$ cat src/dpll_ref_params.svh
// Purpose: constants for the reference-four profile register bank
// Assumes: registers sit one per 32-bit word, byte address = 4 * index
// Notes: indices are printed offsets; data sits in the low byte
//
// Notes on behaviour
// - two-bit priority at bits [2:1], code 00 highest and reset, 11 lowest.
// - priority register bit 0 set lets the first loop use reference four.
// - sixteen-bit bandwidth factor over two bytes, low first, 0.1 Hz steps.
// - bandwidth factor resets to 0x01f4, low 0xf4 and high 0x01, 50 Hz.
// - filter-select bit 1 picks high phase margin; 0 and reset give 70 degrees.
// - integer divider minus one, 17 bits over three bytes, resets to 0x007cb.
// - fraction numerator 23 bits over three bytes, top uses 6:0, resets 0x04.
// - fraction denominator 23 bits over three bytes, top uses 6:0, resets 0x05.
`ifndef DPLL_REF_PARAMS_SVH
`define DPLL_REF_PARAMS_SVH

`define NUM_CFG_REGS        13
`define IDX_PRIORITY_ENABLE 12'h467
`define IDX_BW_SCALE_LOW    12'h468
`define IDX_BW_SCALE_HIGH   12'h469
`define IDX_FILTER_SELECT   12'h46a
`define IDX_INT_DIV_LOW     12'h46b
`define IDX_INT_DIV_MID     12'h46c
`define IDX_INT_DIV_TOP     12'h46d
`define IDX_FRAC_NUM_LOW    12'h46e
`define IDX_FRAC_NUM_MID    12'h46f
`define IDX_FRAC_NUM_TOP    12'h470
`define IDX_FRAC_DEN_LOW    12'h471
`define IDX_FRAC_DEN_MID    12'h472
`define IDX_FRAC_DEN_TOP    12'h473
`define IDX_PROFILE_STATUS  12'h474

`define RST_PRIORITY_ENABLE 8'h00
`define RST_BW_SCALE_LOW    8'hf4
`define RST_BW_SCALE_HIGH   8'h01
`define RST_FILTER_SELECT   8'h00
`define RST_INT_DIV_LOW     8'hcb
`define RST_INT_DIV_MID     8'h07
`define RST_INT_DIV_TOP     8'h00
`define RST_FRAC_NUM_LOW    8'h04
`define RST_FRAC_DEN_LOW    8'h05
`define RST_ZERO            8'h00

`define MASK_PRIORITY_ENABLE 8'h07
`define MASK_FILTER_SELECT   8'h02
`define MASK_INT_DIV_TOP     8'h01
`define MASK_FRAC_TOP        8'h7f
`define MASK_FULL            8'hff

`define BIT_REF_ENABLE      0
`define BIT_PRIORITY_LO     1
`define BIT_PRIORITY_HI     2
`define BIT_HIGH_MARGIN     1
`define BIT_STAT_BW_HIGH    0
`define BIT_STAT_FRAC_BAD   1

`define BW_SCALE_RESET      16'h01f4
`define BW_HIGH_MARGIN_MIN  16'h4e20
`define INT_DIV_RESET       17'h007cb

`endif

$ cat src/dpll_ref_pkg.sv
// Purpose: shared types for the reference-four profile register bank
// Assumes: nothing beyond the constants header
// Notes: bus handshake states and the configuration byte type
package dpll_ref_pkg;
  typedef enum logic [0:0] {
    BUS_IDLE   = 1'b0,
    BUS_ANSWER = 1'b1
  } bus_state_e;
  typedef logic [7:0] cfg_byte_t;
endpackage

$ cat src/divide_ratio_track.sv
// Purpose: registered feedback ratio terms and profile sanity flags
// Assumes: inputs are register outputs in the same clock domain
// Notes: one cycle of latency from register to output
`timescale 1ns/1ps
`include "dpll_ref_params.svh"
module divide_ratio_track (
  input  wire logic        clk_in,
  input  wire logic        rstn_in,
  input  wire logic [16:0] stored_count_in,
  input  wire logic [22:0] numerator_in,
  input  wire logic [22:0] denominator_in,
  input  wire logic [15:0] bw_scale_in,
  output logic      [17:0] integer_ratio_out,
  output logic             bw_high_out,
  output logic             fraction_bad_out
);
  logic [17:0] next_integer_ratio;

  always_comb begin
    next_integer_ratio = {1'b0, stored_count_in} + 18'h00001;
  end

  always_ff @(posedge clk_in) begin
    if (!rstn_in) begin
      integer_ratio_out <= {1'b0, `INT_DIV_RESET} + 18'h00001;
    end else begin
      integer_ratio_out <= next_integer_ratio;
    end
  end

  // advisory only: the loop still runs what software programmed
  always_ff @(posedge clk_in) begin
    if (!rstn_in) begin
      bw_high_out      <= 1'b0;
      fraction_bad_out <= 1'b0;
    end else begin
      bw_high_out      <= (bw_scale_in > `BW_HIGH_MARGIN_MIN);
      fraction_bad_out <= (denominator_in == 23'h000000) || (numerator_in >= denominator_in);
    end
  end
endmodule // divide_ratio_track

$ cat src/dpll_reference_profile_regs.sv
// Purpose: profile registers the first digital loop applies to reference four
// Assumes: Avalon-MM slave, byte addresses, one wait cycle per access
// Notes: reserved bits are never stored, so they read zero
//
// The implementer's own choice: the Avalon-MM register port.
`timescale 1ns/1ps
`include "dpll_ref_params.svh"
module dpll_reference_profile_regs (
  input  wire logic        CLK_SYS_IN,
  input  wire logic        RSTN_IN,
  input  wire logic [13:0] AVS_ADDRESS_IN,
  input  wire logic        AVS_READ_IN,
  input  wire logic        AVS_WRITE_IN,
  input  wire logic [31:0] AVS_WRITEDATA_IN,
  input  wire logic [3:0]  AVS_BYTEENABLE_IN,
  output logic      [31:0] AVS_READDATA_OUT,
  output logic             AVS_WAITREQUEST_OUT,
  output logic             REF_FOUR_ENABLE_OUT,
  output logic      [1:0]  REF_FOUR_PRIORITY_OUT,
  output logic      [15:0] LOOP_BW_SCALE_OUT,
  output logic             HIGH_MARGIN_FILTER_OUT,
  output logic      [16:0] INTEGER_FEEDBACK_COUNT_OUT,
  output logic      [22:0] FRACTION_NUMERATOR_OUT,
  output logic      [22:0] FRACTION_DENOMINATOR_OUT,
  output logic      [17:0] INTEGER_RATIO_OUT,
  output logic             BW_HIGH_OUT,
  output logic             FRACTION_BAD_OUT
);
  localparam int NUM = `NUM_CFG_REGS;

  localparam dpll_ref_pkg::cfg_byte_t RESET_VAL [0:NUM-1] = '{
    `RST_PRIORITY_ENABLE, `RST_BW_SCALE_LOW, `RST_BW_SCALE_HIGH,
    `RST_FILTER_SELECT,   `RST_INT_DIV_LOW,  `RST_INT_DIV_MID,
    `RST_INT_DIV_TOP,     `RST_FRAC_NUM_LOW, `RST_ZERO,
    `RST_ZERO,            `RST_FRAC_DEN_LOW, `RST_ZERO,
    `RST_ZERO
  };

  localparam dpll_ref_pkg::cfg_byte_t WRITE_MASK [0:NUM-1] = '{
    `MASK_PRIORITY_ENABLE, `MASK_FULL,     `MASK_FULL,
    `MASK_FILTER_SELECT,   `MASK_FULL,     `MASK_FULL,
    `MASK_INT_DIV_TOP,     `MASK_FULL,     `MASK_FULL,
    `MASK_FRAC_TOP,        `MASK_FULL,     `MASK_FULL,
    `MASK_FRAC_TOP
  };

  dpll_ref_pkg::cfg_byte_t  cfg [0:NUM-1];
  dpll_ref_pkg::bus_state_e bus_state;
  dpll_ref_pkg::bus_state_e next_bus_state;
  logic [11:0]              word_idx;
  logic [11:0]              entry_off;
  logic                     aligned;
  logic                     cfg_hit;
  logic                     status_hit;
  logic                     wr_commit;
  logic [31:0]              next_readdata;
  logic [17:0]              integer_ratio;
  logic                     bw_high;
  logic                     fraction_bad;

  // address decode
  always_comb begin
    word_idx   = AVS_ADDRESS_IN[13:2];
    entry_off  = word_idx - `IDX_PRIORITY_ENABLE;
    aligned    = (AVS_ADDRESS_IN[1:0] == 2'h0);
    cfg_hit    = aligned && (word_idx >= `IDX_PRIORITY_ENABLE)
                 && (word_idx <= `IDX_FRAC_DEN_TOP);
    status_hit = aligned && (word_idx == `IDX_PROFILE_STATUS);
  end

  // write lands only at the edge where the master sees waitrequest low
  always_comb begin
    wr_commit = AVS_WRITE_IN && !AVS_WAITREQUEST_OUT && cfg_hit
                && AVS_BYTEENABLE_IN[0];
  end

  // bus handshake
  always_comb begin
    case (bus_state)
      dpll_ref_pkg::BUS_IDLE: begin
        if (AVS_READ_IN || AVS_WRITE_IN) begin
          next_bus_state = dpll_ref_pkg::BUS_ANSWER;
        end else begin
          next_bus_state = dpll_ref_pkg::BUS_IDLE;
        end
      end
      dpll_ref_pkg::BUS_ANSWER: begin
        next_bus_state = dpll_ref_pkg::BUS_IDLE;
      end
      default: begin
        next_bus_state = dpll_ref_pkg::BUS_IDLE;
      end
    endcase
  end

  always_ff @(posedge CLK_SYS_IN) begin
    if (!RSTN_IN) begin
      bus_state           <= dpll_ref_pkg::BUS_IDLE;
      AVS_WAITREQUEST_OUT <= 1'b1;
    end else begin
      bus_state           <= next_bus_state;
      AVS_WAITREQUEST_OUT <= (next_bus_state != dpll_ref_pkg::BUS_ANSWER);
    end
  end

  // read mux; unmapped addresses read zero
  always_comb begin
    next_readdata = 32'h00000000;
    if (cfg_hit) begin
      next_readdata = {24'h000000, cfg[entry_off[3:0]]};
    end else if (status_hit) begin
      next_readdata[`BIT_STAT_BW_HIGH]  = bw_high;
      next_readdata[`BIT_STAT_FRAC_BAD] = fraction_bad;
    end
  end

  always_ff @(posedge CLK_SYS_IN) begin
    if (!RSTN_IN) begin
      AVS_READDATA_OUT <= 32'h00000000;
    end else if (AVS_READ_IN && (bus_state == dpll_ref_pkg::BUS_IDLE)) begin
      AVS_READDATA_OUT <= next_readdata;
    end
  end

  // register storage, one flop byte per entry
  generate
    for (genvar g = 0; g < NUM; g++) begin : g_entry
      always_ff @(posedge CLK_SYS_IN) begin
        if (!RSTN_IN) begin
          cfg[g] <= RESET_VAL[g];
        end else if (wr_commit && (entry_off[3:0] == 4'(g))) begin
          cfg[g] <= AVS_WRITEDATA_IN[7:0] & WRITE_MASK[g];
        end
      end
    end
  endgenerate

  // fields presented to selection, loop filter and feedback divider
  always_comb begin
    REF_FOUR_ENABLE_OUT        = cfg[0][`BIT_REF_ENABLE];
    REF_FOUR_PRIORITY_OUT      = cfg[0][`BIT_PRIORITY_HI:`BIT_PRIORITY_LO];
    LOOP_BW_SCALE_OUT          = {cfg[2], cfg[1]};
    HIGH_MARGIN_FILTER_OUT     = cfg[3][`BIT_HIGH_MARGIN];
    INTEGER_FEEDBACK_COUNT_OUT = {cfg[6][0], cfg[5], cfg[4]};
    FRACTION_NUMERATOR_OUT     = {cfg[9][6:0], cfg[8], cfg[7]};
    FRACTION_DENOMINATOR_OUT   = {cfg[12][6:0], cfg[11], cfg[10]};
    INTEGER_RATIO_OUT          = integer_ratio;
    BW_HIGH_OUT                = bw_high;
    FRACTION_BAD_OUT           = fraction_bad;
  end

  divide_ratio_track u_ratio (
    .clk_in            (CLK_SYS_IN),
    .rstn_in           (RSTN_IN),
    .stored_count_in   ({cfg[6][0], cfg[5], cfg[4]}),
    .numerator_in      ({cfg[9][6:0], cfg[8], cfg[7]}),
    .denominator_in    ({cfg[12][6:0], cfg[11], cfg[10]}),
    .bw_scale_in       ({cfg[2], cfg[1]}),
    .integer_ratio_out (integer_ratio),
    .bw_high_out       (bw_high),
    .fraction_bad_out  (fraction_bad)
  );

  // checks
  chk_wait_one_cycle:
    assert property (@(posedge CLK_SYS_IN) disable iff (!RSTN_IN)
      (AVS_READ_IN || AVS_WRITE_IN) && AVS_WAITREQUEST_OUT
      && (bus_state == dpll_ref_pkg::BUS_IDLE) |=> !AVS_WAITREQUEST_OUT)
    else $error("waitrequest did not drop one cycle after request");

  chk_wait_release:
    assert property (@(posedge CLK_SYS_IN) disable iff (!RSTN_IN)
      !AVS_WAITREQUEST_OUT |=> AVS_WAITREQUEST_OUT)
    else $error("waitrequest stayed low for more than one cycle");

  chk_bw_after_reset:
    assert property (@(posedge CLK_SYS_IN)
      !RSTN_IN |=> (LOOP_BW_SCALE_OUT == `BW_SCALE_RESET) && !REF_FOUR_ENABLE_OUT
      && (REF_FOUR_PRIORITY_OUT == 2'h0) && !HIGH_MARGIN_FILTER_OUT)
    else $error("profile reset values wrong");

  chk_div_after_reset:
    assert property (@(posedge CLK_SYS_IN)
      !RSTN_IN |=> (INTEGER_FEEDBACK_COUNT_OUT == `INT_DIV_RESET)
      && (FRACTION_NUMERATOR_OUT == 23'h000004)
      && (FRACTION_DENOMINATOR_OUT == 23'h000005))
    else $error("divider reset values wrong");

  chk_priority_write:
    assert property (@(posedge CLK_SYS_IN) disable iff (!RSTN_IN)
      wr_commit && (word_idx == `IDX_PRIORITY_ENABLE)
      |=> REF_FOUR_PRIORITY_OUT == $past(AVS_WRITEDATA_IN[2:1]))
    else $error("priority field not taken from write");

  chk_enable_write:
    assert property (@(posedge CLK_SYS_IN) disable iff (!RSTN_IN)
      wr_commit && (word_idx == `IDX_PRIORITY_ENABLE)
      |=> REF_FOUR_ENABLE_OUT == $past(AVS_WRITEDATA_IN[0]))
    else $error("reference enable not taken from write");

  chk_bw_low_write:
    assert property (@(posedge CLK_SYS_IN) disable iff (!RSTN_IN)
      wr_commit && (word_idx == `IDX_BW_SCALE_LOW)
      |=> (LOOP_BW_SCALE_OUT[7:0] == $past(AVS_WRITEDATA_IN[7:0]))
      && $stable(LOOP_BW_SCALE_OUT[15:8]))
    else $error("bandwidth low byte write wrong");

  chk_filter_write:
    assert property (@(posedge CLK_SYS_IN) disable iff (!RSTN_IN)
      wr_commit && (word_idx == `IDX_FILTER_SELECT)
      |=> HIGH_MARGIN_FILTER_OUT == $past(AVS_WRITEDATA_IN[1]))
    else $error("filter select not taken from write");

  chk_int_top_write:
    assert property (@(posedge CLK_SYS_IN) disable iff (!RSTN_IN)
      wr_commit && (word_idx == `IDX_INT_DIV_TOP)
      |=> INTEGER_FEEDBACK_COUNT_OUT[16] == $past(AVS_WRITEDATA_IN[0]))
    else $error("divider top bit not taken from write");

  chk_num_top_write:
    assert property (@(posedge CLK_SYS_IN) disable iff (!RSTN_IN)
      wr_commit && (word_idx == `IDX_FRAC_NUM_TOP)
      |=> FRACTION_NUMERATOR_OUT[22:16] == $past(AVS_WRITEDATA_IN[6:0]))
    else $error("numerator top bits not taken from write");

  chk_den_top_write:
    assert property (@(posedge CLK_SYS_IN) disable iff (!RSTN_IN)
      wr_commit && (word_idx == `IDX_FRAC_DEN_TOP)
      |=> FRACTION_DENOMINATOR_OUT[22:16] == $past(AVS_WRITEDATA_IN[6:0]))
    else $error("denominator top bits not taken from write");

  chk_ratio_follows:
    assert property (@(posedge CLK_SYS_IN) disable iff (!RSTN_IN)
      ##1 INTEGER_RATIO_OUT == {1'b0, $past(INTEGER_FEEDBACK_COUNT_OUT)} + 18'h00001)
    else $error("integer ratio is not stored count plus one");

  chk_reserved_zero:
    assert property (@(posedge CLK_SYS_IN) disable iff (!RSTN_IN)
      AVS_READ_IN && !AVS_WAITREQUEST_OUT && cfg_hit
      && (word_idx == `IDX_PRIORITY_ENABLE)
      |-> AVS_READDATA_OUT[31:3] == 29'h00000000)
    else $error("reserved bits of priority register read nonzero");

  chk_answer_state:
    assert property (@(posedge CLK_SYS_IN) disable iff (!RSTN_IN)
      !AVS_WAITREQUEST_OUT
      |-> bus_state == dpll_ref_pkg::BUS_ANSWER)
    else $error("waitrequest low outside the answer state");

  chk_wait_idle_high:
    assert property (@(posedge CLK_SYS_IN) disable iff (!RSTN_IN)
      (bus_state == dpll_ref_pkg::BUS_IDLE) && !AVS_READ_IN && !AVS_WRITE_IN
      |=> AVS_WAITREQUEST_OUT)
    else $error("waitrequest dropped with no request");

  chk_reset_outputs:
    assert property (@(posedge CLK_SYS_IN)
      !RSTN_IN |=> AVS_WAITREQUEST_OUT && (AVS_READDATA_OUT == 32'h00000000)
      && !BW_HIGH_OUT && !FRACTION_BAD_OUT
      && (INTEGER_RATIO_OUT == ({1'b0, `INT_DIV_RESET} + 18'h00001)))
    else $error("bus or derived outputs wrong after reset");

  chk_hold_no_write:
    assert property (@(posedge CLK_SYS_IN) disable iff (!RSTN_IN)
      !wr_commit |=> $stable(LOOP_BW_SCALE_OUT) && $stable(INTEGER_FEEDBACK_COUNT_OUT)
      && $stable(FRACTION_NUMERATOR_OUT) && $stable(FRACTION_DENOMINATOR_OUT)
      && $stable(REF_FOUR_PRIORITY_OUT) && $stable(REF_FOUR_ENABLE_OUT)
      && $stable(HIGH_MARGIN_FILTER_OUT))
    else $error("profile field changed without an accepted write");

  chk_bw_high_write:
    assert property (@(posedge CLK_SYS_IN) disable iff (!RSTN_IN)
      wr_commit && (word_idx == `IDX_BW_SCALE_HIGH)
      |=> (LOOP_BW_SCALE_OUT[15:8] == $past(AVS_WRITEDATA_IN[7:0])) && $stable(LOOP_BW_SCALE_OUT[7:0]))
    else $error("bandwidth high byte write wrong");

  chk_int_low_write:
    assert property (@(posedge CLK_SYS_IN) disable iff (!RSTN_IN)
      wr_commit && (word_idx == `IDX_INT_DIV_LOW)
      |=> INTEGER_FEEDBACK_COUNT_OUT[7:0] == $past(AVS_WRITEDATA_IN[7:0]))
    else $error("divider low byte not taken from write");

  chk_int_mid_write:
    assert property (@(posedge CLK_SYS_IN) disable iff (!RSTN_IN)
      wr_commit && (word_idx == `IDX_INT_DIV_MID)
      |=> INTEGER_FEEDBACK_COUNT_OUT[15:8] == $past(AVS_WRITEDATA_IN[7:0]))
    else $error("divider middle byte not taken from write");

  chk_num_low_write:
    assert property (@(posedge CLK_SYS_IN) disable iff (!RSTN_IN)
      wr_commit && (word_idx == `IDX_FRAC_NUM_LOW)
      |=> FRACTION_NUMERATOR_OUT[7:0] == $past(AVS_WRITEDATA_IN[7:0]))
    else $error("numerator low byte not taken from write");

  chk_num_mid_write:
    assert property (@(posedge CLK_SYS_IN) disable iff (!RSTN_IN)
      wr_commit && (word_idx == `IDX_FRAC_NUM_MID)
      |=> FRACTION_NUMERATOR_OUT[15:8] == $past(AVS_WRITEDATA_IN[7:0]))
    else $error("numerator middle byte not taken from write");

  chk_den_low_write:
    assert property (@(posedge CLK_SYS_IN) disable iff (!RSTN_IN)
      wr_commit && (word_idx == `IDX_FRAC_DEN_LOW)
      |=> FRACTION_DENOMINATOR_OUT[7:0] == $past(AVS_WRITEDATA_IN[7:0]))
    else $error("denominator low byte not taken from write");

  chk_den_mid_write:
    assert property (@(posedge CLK_SYS_IN) disable iff (!RSTN_IN)
      wr_commit && (word_idx == `IDX_FRAC_DEN_MID)
      |=> FRACTION_DENOMINATOR_OUT[15:8] == $past(AVS_WRITEDATA_IN[7:0]))
    else $error("denominator middle byte not taken from write");

  chk_filter_reserved:
    assert property (@(posedge CLK_SYS_IN) disable iff (!RSTN_IN)
      AVS_READ_IN && !AVS_WAITREQUEST_OUT && cfg_hit && (word_idx == `IDX_FILTER_SELECT)
      |-> (AVS_READDATA_OUT[31:2] == 30'h00000000) && !AVS_READDATA_OUT[0])
    else $error("reserved bits of filter register read nonzero");

  chk_int_top_reserved:
    assert property (@(posedge CLK_SYS_IN) disable iff (!RSTN_IN)
      AVS_READ_IN && !AVS_WAITREQUEST_OUT && cfg_hit && (word_idx == `IDX_INT_DIV_TOP)
      |-> AVS_READDATA_OUT[31:1] == 31'h00000000)
    else $error("reserved bits of divider top register read nonzero");

  chk_frac_top_reserved:
    assert property (@(posedge CLK_SYS_IN) disable iff (!RSTN_IN)
      AVS_READ_IN && !AVS_WAITREQUEST_OUT && cfg_hit
      && ((word_idx == `IDX_FRAC_NUM_TOP) || (word_idx == `IDX_FRAC_DEN_TOP))
      |-> AVS_READDATA_OUT[31:7] == 25'h0000000)
    else $error("reserved bits of fraction top register read nonzero");

  chk_status_reserved:
    assert property (@(posedge CLK_SYS_IN) disable iff (!RSTN_IN)
      AVS_READ_IN && !AVS_WAITREQUEST_OUT && status_hit
      |-> AVS_READDATA_OUT[31:2] == 30'h00000000)
    else $error("reserved bits of status register read nonzero");

  chk_unmapped_zero:
    assert property (@(posedge CLK_SYS_IN) disable iff (!RSTN_IN)
      AVS_READ_IN && !AVS_WAITREQUEST_OUT && !cfg_hit && !status_hit
      |-> AVS_READDATA_OUT == 32'h00000000)
    else $error("unmapped address read nonzero");

  chk_bw_flag:
    assert property (@(posedge CLK_SYS_IN) disable iff (!RSTN_IN)
      ##1 BW_HIGH_OUT == ($past(LOOP_BW_SCALE_OUT) > `BW_HIGH_MARGIN_MIN))
    else $error("bandwidth flag does not follow the factor");

  chk_frac_flag:
    assert property (@(posedge CLK_SYS_IN) disable iff (!RSTN_IN)
      ##1 FRACTION_BAD_OUT == (($past(FRACTION_DENOMINATOR_OUT) == 23'h000000)
      || ($past(FRACTION_NUMERATOR_OUT) >= $past(FRACTION_DENOMINATOR_OUT))))
    else $error("fraction flag does not follow numerator and denominator");
endmodule // dpll_reference_profile_regs

$ cat config.mk
export PLATFORM = sky130hd
export DESIGN_NAME = dpll_reference_profile_regs
export DESIGN_NICKNAME = d
export VERILOG_FILES = /design/src/dpll_ref_pkg.sv /design/src/divide_ratio_track.sv /design/src/dpll_reference_profile_regs.sv
export VERILOG_INCLUDE_DIRS = /design/src
export SDC_FILE = /design/constraint.sdc
export NUM_CORES = 1
export LEC_CHECK = 0
export BUFFER_PORTS_ARGS = -buffer_cell sky130_fd_sc_hd__clkbuf_2
export CAP_MARGIN = 40
export CELL_PAD_IN_SITES_DETAIL_PLACEMENT = 1
export CELL_PAD_IN_SITES_GLOBAL_PLACEMENT = 1
export CORE_ASPECT_RATIO = 1.25
export CORE_MARGIN = 2
export CORE_UTILIZATION = 42
export CTS_CLUSTER_SIZE = 14
export DETAILED_ROUTE_END_ITERATION = 8
export PLACE_DENSITY_LB_ADDON = 0.1
export SYNTH_ARGS = -nofsm -noshare
export SYNTH_HDL_FRONTEND = slang
export SYNTH_SLANG_ARGS = --single-unit
export TNS_END_PERCENT = 10
$ cat constraint.sdc
create_clock -name CLK_SYS_IN -period 7.1 [get_ports CLK_SYS_IN]
set_input_delay 0.355 -clock CLK_SYS_IN [delete_from_list [all_inputs] [get_ports CLK_SYS_IN]]
set_output_delay 0.355 -clock CLK_SYS_IN [all_outputs]
set_load 0.02 [all_outputs]
* After elaboration in Yosys (flattened, before gate mapping)
Memory sizes are Yosys's and may differ from the RTL's.
Index checks and enable logic that the tools add are counted.
** Cells by class
- Equality and inequality tests :: 13
- Magnitude comparators :: 4
- Muxes and demuxes :: 58
- Add/sub/neg operators :: 2
- Bitwise gates (word level) :: 15
- Reduce and logical (&&, ||, !) cells :: 26
** Operators by type and width (number)
- 8-bit two-way mux :: 13
- 1-bit two-way mux :: 41
- 23-bit >= comparator :: 1
- 23-bit zero test :: 1
- 4-bit == test, second input constant :: 5
- 1-bit logical AND :: 20
- 17-bit by 1-bit adder with 18-bit output, second input constant :: 1
- 4-bit by 3-bit == test with 1-bit output, second input constant :: 4
- 16-bit by 15-bit greater-than comparator with 1-bit output, second input constant :: 1
- 1-bit OR :: 13
- 12-bit by 11-bit == test with 1-bit output, second input constant :: 1
- 12-bit by 11-bit >= comparator with 1-bit output, second input constant :: 1
- 12-bit by 11-bit <= comparator with 1-bit output, second input constant :: 1
- 4-bit by 2-bit == test with 1-bit output, second input constant :: 2
- 6-bit two-way mux :: 1
- 4-bit by 1-bit == test with 1-bit output, second input constant :: 1
- 4-bit zero test :: 1
- 2-bit two-way mux :: 2
- 4-bit by 3-bit subtractor with 4-bit output, second input constant :: 1
- 2-bit zero test :: 1
- 1-bit logical OR :: 2
- 1-bit inverter :: 2
- 1-bit case mux with 2 select lines :: 1
- 1-bit zero test :: 1
** Storage, ports and cells
- Output and inout port bits :: 136
- Input bits :: 54
- Bits in writable memories :: 104
- Logic and storage cells :: 125
- Memories :: 1
- Register bits :: 54
** Memories
- cfg :: words 13, bits a word 8, rd ports 14, clocked after Yosys merged registers in 0, wr ports 13, line dpll_reference_profile_regs.sv:47 : dpll_ref_pkg::cfg_byte_t cfg [0:NUM-1];

* Depth between registers and ports, before layout
Gate-level depths: netlist of the first run.
- Word-level depth :: 10
- Gate-level depth with buffers :: 10
- Depth with buffers taken out :: 7

* Cells and area by module
From an unflattened synthesis of the first run, not the netlist that was laid out.
** Unflattened totals
- Cells, all modules :: 591
- Area, all modules :: 6143.4 um^2
** Modules (own cells, without submodules)
- dpll_reference_profile_regs :: area an instance 4672.0 um^2, cells an instance 412, instances 1, sequential area each 2692.6 um^2
- divide_ratio_track :: area an instance 1471.4 um^2, cells an instance 179, instances 1, sequential area each 400.4 um^2

* Least setup slack after synthesis of the first run
No wires, ideal clock.
- Path type :: in2reg
- Start point :: in AVS_ADDRESS_IN[1]
- End point :: mem cfg[7][0] (netlist bit) (enable)
- Library setup time :: 384 ps
- Required time :: 6716 ps
- Data arrival time :: 2462 ps
- Cell stages on the path :: 5
- Setup slack :: 4254 ps
- Buffers on the path :: 1
- Path through :: or4b_4 > nor4_4 > nand3_1 > clkbuf_1 > o21ai_0
** RTL lines
- start: declaration :: line dpll_reference_profile_regs.sv:11 : input wire logic [13:0] AVS_ADDRESS_IN,
- end: declaration :: line dpll_reference_profile_regs.sv:47

==> key figures, run 1 <==
Status
  – Status: finished clean

Logic synthesis
  – Seq/Total Area, Yosys: 50.5%
  – Register bit count reported by yosys: 113
  – Post-Synthesis Cells: 582
  – Synth warn: 0
  – Top FF cell, synth: edfxtp_1
  – Syn avg cell area: 10.5 um^2
  – Yosys cell types: 61
  – EDFF count, synth: 83
  – Syn Std Cell Area: 0.00613 mm^2
  – FFs w/ async S/R, synth: 0%

Setup path
  – R2R depth: 4
  – WP data required: 7.23 ns
  – Reg-to-Reg Start: AVS_WAITREQUEST_OUT
  – CP endpoint kind: flip-flop
  – Reg2Reg Setup Slack: 4.49 ns
  – CP arrival: 3.78 ns
  – Setup CP Type: primary input to flip-flop
  – Critical path fanouts, max: 31
  – Startpoint types: primary input
  – Origin of the worst setup path: AVS_ADDRESS_IN[2]
  – Reg-to-reg endpoint: cfg[2][2]
  – Critical path destination: cfg[2][2]

Timing
  – Setup tns final: 0 ns
  – Min cycle time layout: 3.65 ns
  – Clk_skew: 0.00729 ns
  – Slew @ Worst Pin: 0.835 ns
  – Final-report setup violation count: 0
  – Rel. slew slack: 44.3%
  – Period utilization: 51.4%
  – Slew Viols, Final: 0
  – Final hold viol count: 0
  – Unrepaired setup endpoints after global routing: no
  – Maximum clock rate: 0.274 GHz

Drt
  – Via count: 5237
  – Detail Route Antenna Nets: 0
  – Initial DRC Count: 388
  – Drt pass-1 iters: 5
  – Wire per inst: 22.8 um
  – Drt drc: 0
  – Vias/cell: 5.76
  – Routed Wire Length: 20.7 mm

CTS
  – H-tree levels: 4
  – Number of CTS-inserted buffers: 17
  – CTS resizes: 0
  – Clock root buffer: clkbuf_16
  – Cts hold-fix bufs: 0
  – Clock transition at path regs: 0.06 ns
  – CTS Buffer Depth: 2
  – Postcts setup bufs: 0
  – Clk Latency, worst-skew pair: 0.43 ns
  – Clock Sinks: 113
  – CTS tree: yes

Floorplan
  – Rows: 49
  – IO Pins: 190
  – Initial Util: 42.7%
  – Chip width: 112 um
  – DIE HEIGHT: 139 um
  – Total Die Area: 0.0156 mm^2
  – Core ar.: 0.0143 mm^2

Job
  – Number of max-cap violations: 0

Cells and area
  – Filler instances: 1615
  – Number of diodes: 0
  – FF+latch area: 0.00309 mm^2
  – Area Growth Syn to Fin: 23.2%
  – Nets: 800
  – Layout cells sized above 1: 28.7%
  – Area of the multi-input gates: 0.00268 mm^2

Pwr
  – Lkg Pwr: 3.05 nW
  – Power Dens Cells: 247 mW/mm^2
  – Logic pwr share: 10.7%
  – Cell Int Power: 1.38 mW
  – Sw Pwr: 488 uW
  – Tot Pwr: 1.86 mW
  – Maximum vdd drop: 0.212 mV
  – Flop pwr share: 39.9%
  – Sw Ratio: 26.2%
  – Clock power frac: 49.4%

Global routing
  – GRT overflow: 0
  – Total track usage: 27.1%
  – First-pass GRT wire length: 31.8 mm
  – Largest net degree at the start of global routing: 47
  – Vias in the first global route: 5424
  – Initial antenna violation count: 0

Placement
  – PortBufs: 138
  – Post-DP HPWL: 15.2 mm
  – GPL Wtd Cong: 0.864

Worst hold path
  – HP Class: primary input to flip-flop
## cell type report
class / instances / share of cell area, %
inverters: 37 / 1.84
clock inverters: 15 / 2.77
multi-input cells: 396 / 35.4
clock buffers: 17 / 5.63
repair buffers: 153 / 10.4
flip-flops and latches: 113 / 41.0
well taps: 178 / 2.95
## routing by layer
| metal | global-route usage, % | up-vias | part of all wire, % |
|---|---|---|---|
| li1 | - | 2398 | - |
| met1 | 31.8 | 2614 | 38 |
| met2 | 47.7 | 187 | 53 |
| met3 | 6.12 | 38 | 6.0 |
| met4 | 11.4 | 0 | 2.7 |
| met5 | 0 | - | 0 |
## power by group through the flow
stage,Clock [mW],Sequential (mW),Combinational [mW]
after floorplan,0,0.771,0.118
after global placement,0,0.758,0.189
after detailed placement,0,0.758,0.197
after CTS,0.933,0.744,0.198
after global routing,0.958,0.746,0.215
final,0.920,0.745,0.200
## Yosys cell counts (all sizes together) (2+ instances only)
| library cell | n | area share (%) |
|---|---|---|
| nor4 | 35 | 3.8 |
| o21ai | 24 | 2.0 |
| a211oi | 8 | 0.98 |
| buf | 31 | 3.4 |
| nand4 | 9 | 0.92 |
| xor2 | 7 | 1.0 |
| o2bb2ai | 2 | 0.29 |
| nor3 | 42 | 3.4 |
| and3 | 7 | 0.71 |
| mux4 | 10 | 3.7 |
| o31ai | 2 | 0.24 |
| clkinv | 4 | 0.24 |
| or2 | 4 | 0.41 |
| a22oi | 4 | 0.49 |
| a21oi | 16 | 1.3 |
| nor2 | 33 | 2.0 |
| nand2 | 36 | 2.2 |
| or3 | 5 | 0.51 |
| and4b | 2 | 0.33 |
| a21boi | 3 | 0.37 |
| nand3 | 24 | 2.0 |
| xnor2 | 6 | 0.86 |
| nor4b | 2 | 0.29 |
| dfxtp | 30 | 9.8 |
| o21a | 3 | 0.37 |
| o211ai | 2 | 0.24 |
| ha | 28 | 5.7 |
| nand2b | 8 | 0.82 |
| o221a | 5 | 0.92 |
| edfxtp | 83 | 41 |
| a211o | 6 | 0.86 |
| clkbuf | 28 | 1.7 |
| inv | 33 | 2.0 |
| mux2i | 10 | 1.6 |
| and2 | 10 | 1.0 |
## cells by family after synthesis
logic type / Yosys count / share of synthesized area (%)
other cells: 1 / 0.0612
flops: 113 / 50.5
mux: 21 / 5.49
fa+ha+maj: 28 / 5.72
simple gates: 223 / 19.4
compound gates: 87 / 9.64
buf+inv: 96 / 7.41
xor+xnor: 13 / 1.86
## worst min path at each step
stage / startpoint / end / slack (ns) / depth (start not counted)
3_5_place_dp: AVS_READDATA_OUT[1] / AVS_READDATA_OUT[1] / 0.47 / 2
4_1_cts: AVS_READ_IN / bus_state / 0.17 / 2
6_report: AVS_READ_IN / bus_state / 0.18 / 2
5_1_grt: AVS_READ_IN / bus_state / 0.19 / 2
3_3_place_gp: AVS_READDATA_OUT[1] / AVS_READDATA_OUT[1] / 0.46 / 2
2_1_floorplan: bus_state / bus_state / 0.48 / 2
## flip-flops by register name (all words and copies together) (netlist names)
signal                     cells
u_ratio.bw_high_out            1
u_ratio.fraction_bad_out       1
bus_state                      1
AVS_WAITREQUEST_OUT            1
cfg                           83
u_ratio.integer_ratio_out     18
AVS_READDATA_OUT               8
## stage by stage
step / setup slack, ns / hold slack (ns) / utilization (%) / instances / cell area, um^2
4_1_cts: 3.46 / 0.166 / 52.6 / 908 / 7550
3_3_place_gp: 2.94 / 0.457 / 47.8 / 866 / 6850
5_1_grt: 3.09 / 0.188 / 52.6 / 909 / 7550
2_1_floorplan: 4.25 / 0.481 / - / 605 / 6220
6_report: 3.45 / 0.180 / 52.6 / 909 / 7550
3_5_place_dp: 3.05 / 0.466 / 48.2 / 876 / 6910
## worst max-delay path, stage by stage
cell and delay [ns]:
clkbuf_2 0.58, ha_1 0.54, a211oi_1 0.23, nor4_4 0.41, nand3_1 0.62, o21ai_0 0.76
buf_2 0.28
## cell usage in the layout, fill, tap and decap left out, drive strengths merged, types with 15 or more instances in the layout
master,n
clkbuf,155
edfxtp,83
nor3,42
nand2,36
inv,36
nor4,35
nor2,33
dfxtp,30
ha,28
o21ai,24
conb,24
nand3,24
a21oi,16
buf,15
Note: power is estimated with default switching activity, not from simulation.
==> inputs of run 2 (changes only) <==
ABC_AREA = 1   (was unset)
CORE_UTILIZATION = 38   (was 42)
clock period = 3.65 ns   (was 7.1 ns; I/O delays follow)
==> run 2 against run 1 <==
Against the previous run:
- clock skew hardly changed
- via count increased by 14%
- clock power increased by 91%
- global-route usage decreased by 0.68 points
- sequential cell count unchanged
- synthesized cell count increased by 34%
- combinational power is 110% higher
- routed wire length grew 10%
- register-to-register slack got worse by 2.8 ns
- largest cell class unchanged
==> key figures, run 2 <==
Timing
  – Final hold viol count: 0
  – Rel. slew slack: 43.9%
  – Final-report setup violation count: 0
  – Slew @ Worst Pin: 0.841 ns
  – Setup tns final: 0 ns
  – Clk_skew: 0.00721 ns
  – Slew Viols, Final: 0
  – Unrepaired setup endpoints after global routing: no
  – Min cycle time layout: 2.33 ns
  – Period utilization: 63.8%
  – Maximum clock rate: 0.429 GHz

Logic synthesis
  – Register bit count reported by yosys: 113
  – Top FF cell, synth: edfxtp_1
  – Largest cells by area after synthesis: edfxtp_1, nand2_1, dfxtp_1
  – Post-Synthesis Cells: 781
  – FFs w/ async S/R, synth: 0%
  – Yosys top cell area share: 39.4%
  – Syn avg cell area: 8.10 um^2
  – EDFF count, synth: 83
  – Syn Std Cell Area: 0.00633 mm^2
  – Synth warn: 0
  – Post-synth top area cell: edfxtp_1
  – Top-count cell post-synth: nand2_1
  – Seq/Total Area, Yosys: 48.9%
  – Yosys cell types: 37
  – Top cells by count, synth: nand2_1, nor2_1, edfxtp_1, inv_1, nand3_1

Cells and area
  – Most frequent cells in the layout: nand2_1, nor2_1, clkbuf_2
  – Largest regs: cfg x83, u_ratio.integer_ratio_out x18, AVS_READDATA_OUT x8
  – Nets: 1011
  – Number of diodes: 0
  – Max reg flops: 83
  – Filler instances: 2062
  – Area Growth Syn to Fin: 23.3%
  – Largest register by flop count: cfg
  – Most common cell after layout, fill and taps aside: nand2_1
  – Layout cells sized above 1: 21.4%

Pwr
  – Tot Pwr: 3.63 mW
  – Power Dens Cells: 465 mW/mm^2
  – Lkg Pwr: 3.63 nW
  – Maximum vdd drop: 0.253 mV

Global routing
  – Total track usage: 26.4%
  – GRT overflow: 0
  – Vias in the first global route: 6235
  – First-pass GRT wire length: 35.1 mm
  – Largest net degree at the start of global routing: 37
  – Initial antenna violation count: 0

CTS
  – Clock Sinks: 113
  – Postcts setup bufs: 0
  – Cts hold-fix bufs: 0
  – Clk Latency, worst-skew pair: 0.43 ns
  – Clock transition at path regs: 0.06 ns
  – CTS resizes: 0
  – CTS Buffer Depth: 2
  – Number of CTS-inserted buffers: 17
  – CTS tree: yes
  – H-tree levels: 4
  – Clock root buffer: clkbuf_16

Floorplan
  – Total Die Area: 0.0177 mm^2
  – IO Pins: 190
  – Initial Util: 38.9%
  – DIE HEIGHT: 148 um
  – Chip width: 119 um
  – Rows: 52
  – Core ar.: 0.0163 mm^2

Setup path
  – Startpoint types: primary input
  – CP arrival: 2.43 ns
  – CP endpoint kind: flip-flop
  – WP data required: 3.75 ns
  – Setup CP Type: primary input to flip-flop
  – Critical path fanouts, max: 18

Drt
  – Wire per inst: 19.7 um
  – Detail Route Antenna Nets: 0
  – Via count: 5945
  – Routed Wire Length: 22.8 mm
  – Drt pass-1 iters: 5
  – Initial DRC Count: 337
  – Vias/cell: 5.13
  – Drt drc: 0

Status
  – Status: finished clean

Placement
  – GPL Wtd Cong: 0.898
  – Post-DP HPWL: 17.2 mm
  – PortBufs: 138

Job
  – Number of max-cap violations: 0

Worst hold path
  – HP Class: primary input to flip-flop
[run 2: stage by stage]
stage	util [%]	std cells	hold WS (ns)	instance area (um^2)	worst slack (ns)
global placement	44.2	1126	0.423	7190	1.08
floorplan	-	804	0.358	6420	1.61
finish	48.0	1158	0.0625	7810	1.32
detailed placement	44.2	1126	0.437	7190	0.947
global route	48.0	1158	0.0871	7810	1.16
CTS	48.0	1158	0.0660	7810	1.34
[run 2: kinds of logic after synthesis]
logic type	synth area share (%)
simple gates	29.8
buf+inv	9.07
flops	48.9
compound gates	5.99
fa+ha+maj	5.53
xor+xnor	0.672
other cells	0.0592
[run 2: layout make-up]
type	count	area, um^2	area share, %
Multi-Input combinational cell	565	2750	35.2
Tap cell	216	270	3.46
Clock inverter	15	191	2.45
Sequential cell	113	3090	39.6
Clock buffer	17	425	5.45
Timing Repair Buffer	147	758	9.71
Inverter	85	320	4.10
[run 2: path summary, 6_finish.rpt]
| path | from | endpoint | slack, ns | cells after the start |
|---|---|---|---|---|
| min | AVS_READ_IN | bus_state | 0.06 | 3 |
| max reg2reg | cfg[4][2] | u_ratio.integer_ratio_out[9] | 1.65 | 7 |
| max | AVS_ADDRESS_IN[2] | cfg[10][1] | 1.32 | 13 |
| min reg2reg | bus_state | bus_state | 0.44 | 1 |
[run 2: layer usage]
layer  wire length, um  vias to the layer above  track usage, %
li1                  -                     2807               -
met1              9520                     2903            32.1
met2             11600                      189            46.3
met3               980                       46            4.18
met4               727                        0            11.5
met5                 0                        -               0
[run 2: worst max-delay path: stages]
cell,delay (ns)
clkbuf_2,0.14
buf_4,0.28
ha_1,0.35
inv_1,0.14
nand3_1,0.12
nand2_1,0.07
nor2_2,0.13
nand2_2,0.09
inv_2,0.13
nand2_4,0.09
nor2_4,0.27
nand2_1,0.11
nand2_1,0.29
[run 2: where the power goes]
group | total, mW | internal, mW | switching [mW]
Combinational | 0.424 | 0.111 | 0.313
Clock | 1.76 | 1.13 | 0.627
Sequential | 1.45 | 1.41 | 0.0378
==> inputs of run 3 (changes only) <==
CORE_UTILIZATION = 34   (was 38)
clock period = 2.1 ns   (was 3.65 ns; I/O delays follow)
==> run 3 against run 2 <==
Against the previous run:
- sequential cell count is the same
- non-clock buffer count is 33 higher
- setup slack lost 1.1 ns
- clock skew increased by 0.0024 ns
- critical endpoint is now u_ratio.fraction_bad_out
==> key figures, run 3 (synthesis gave the netlist of run 2 again) <==
Cells and area
  – Most common cell after layout, fill and taps aside: nand2_1
  – Largest register by flop count: cfg
  – Most frequent cells in the layout: nand2_1, nor2_1, clkbuf_2
  – Cell area after layout: 0.00809 mm^2
  – Number of diodes: 0
  – Area Growth Syn to Fin: 27.8%
  – Max reg flops: 83
  – Largest regs: cfg x83, u_ratio.integer_ratio_out x18, AVS_READDATA_OUT x8
  – Nets: 1044
  – Non-Filler Instances: 1203
  – Final core utilization: 44.5%
  – Layout cells sized above 1: 23.9%

Timing
  – Period utilization: 89.8%
  – Maximum clock rate: 0.530 GHz
  – Clk_skew: 0.00959 ns
  – Final worst setup slack: 0.213 ns
  – Slew @ Worst Pin: 0.677 ns
  – Final-report setup violation count: 0
  – Setup tns final: 0 ns
  – Rel. slew slack: 54.8%
  – Final hold viol count: 0
  – Hold WS: 0.107 ns
  – Slew Viols, Final: 0
  – Min cycle time layout: 1.89 ns
  – Unrepaired setup endpoints after global routing: no

Drt
  – Detail Route Antenna Nets: 0
  – Initial DRC Count: 299
  – Wire per inst: 19.5 um
  – Drt drc: 0
  – Via count: 6063
  – Routed Wire Length: 23.4 mm
  – Vias/cell: 5.04
  – Drt pass-1 iters: 7

Floorplan
  – DIE HEIGHT: 157 um
  – Total Die Area: 0.0197 mm^2
  – Initial Util: 34.8%
  – Rows: 55
  – Chip width: 126 um
  – Core ar.: 0.0182 mm^2
  – IO Pins: 190

Pwr
  – Lkg Pwr: 3.81 nW
  – Tot Pwr: 6.37 mW
  – Maximum vdd drop: 0.485 mV
  – Power Dens Cells: 787 mW/mm^2

CTS
  – Cts hold-fix bufs: 2
  – H-tree levels: 4
  – Postcts setup bufs: 0
  – CTS resizes: 0
  – CTS tree: yes
  – CTS Buffer Depth: 2
  – Clock transition at path regs: 0.06 ns
  – Clk Latency, worst-skew pair: 0.42 ns
  – Clock root buffer: clkbuf_16
  – Number of CTS-inserted buffers: 17
  – Clock Sinks: 113

Setup path
  – CP endpoint kind: flip-flop
  – Critical path fanouts, max: 3
  – WP data required: 2.40 ns
  – Setup CP Type: flip-flop to flip-flop
  – CP arrival: 2.18 ns
  – Startpoint types: flip-flop

Global routing
  – GRT overflow: 0
  – Largest net degree at the start of global routing: 19
  – First-pass GRT wire length: 35.1 mm
  – Initial antenna violation count: 0
  – Vias in the first global route: 6194
  – Total track usage: 23.7%

Placement
  – Placed cell areas: 0.00744 mm^2
  – Cells after DPL: 1169
  – PortBufs: 138
  – GPL Wtd Cong: 0.938
  – Post-DP HPWL: 18.3 mm
  – DP Worst Slack: 0.0217 ns

Status
  – Status: finished clean

Worst hold path
  – HP Class: primary input to flip-flop

Job
  – Number of max-cap violations: 0
[run 3: layer usage]
metal  GRT usage, %  up-vias  share of wire [%]  wire length, um
met5              0        -                  0                0
met4           8.53        0                2.5              585
met3           3.93       37                4.9             1150
met2           42.8      197                 52            12200
met1           28.4     2944                 41             9550
li1               -     2885                  -                -
[run 3: path summary, 6_finish.rpt]
| check | start | end | slack [ns] | cells after the start |
|---|---|---|---|---|
| setup / recovery | cfg[7][2] | u_ratio.fraction_bad_out | 0.21 | 9 |
| setup reg to reg | cfg[7][2] | u_ratio.fraction_bad_out | 0.21 | 9 |
| hold / removal | AVS_ADDRESS_IN[1] | AVS_READDATA_OUT[7] | 0.11 | 6 |
| hold reg to reg | bus_state | bus_state | 0.44 | 1 |
[run 3: layout make-up]
type,instances,area (um^2)
fillers,2273,10100
repair buffers,180,1010
inverters,85,320
clock inverters,10,118
clock buffers,22,512
multi-input cells,565,2750
flip-flops and latches,113,3090
well taps,228,285
[run 3: critical path, stage by stage (launching register included)]
cell	delay (ns)
edfxtp_1	0.47
ha_1	0.37
a21oi_1	0.15
o21ai_0	0.11
nand2_1	0.07
nand2_1	0.10
nand2_1	0.09
nand4_1	0.10
nor2_1	0.23
nor2_1	0.07
[run 3: report_power, final]
| group | total, mW | internal [mW] | switching, mW |
|---|---|---|---|
| Combinational | 0.788 | 0.234 | 0.555 |
| Clock | 3.07 | 1.98 | 1.09 |
| Sequential | 2.51 | 2.45 | 0.0637 |
| Total | 6.37 | 4.66 | 1.71 |
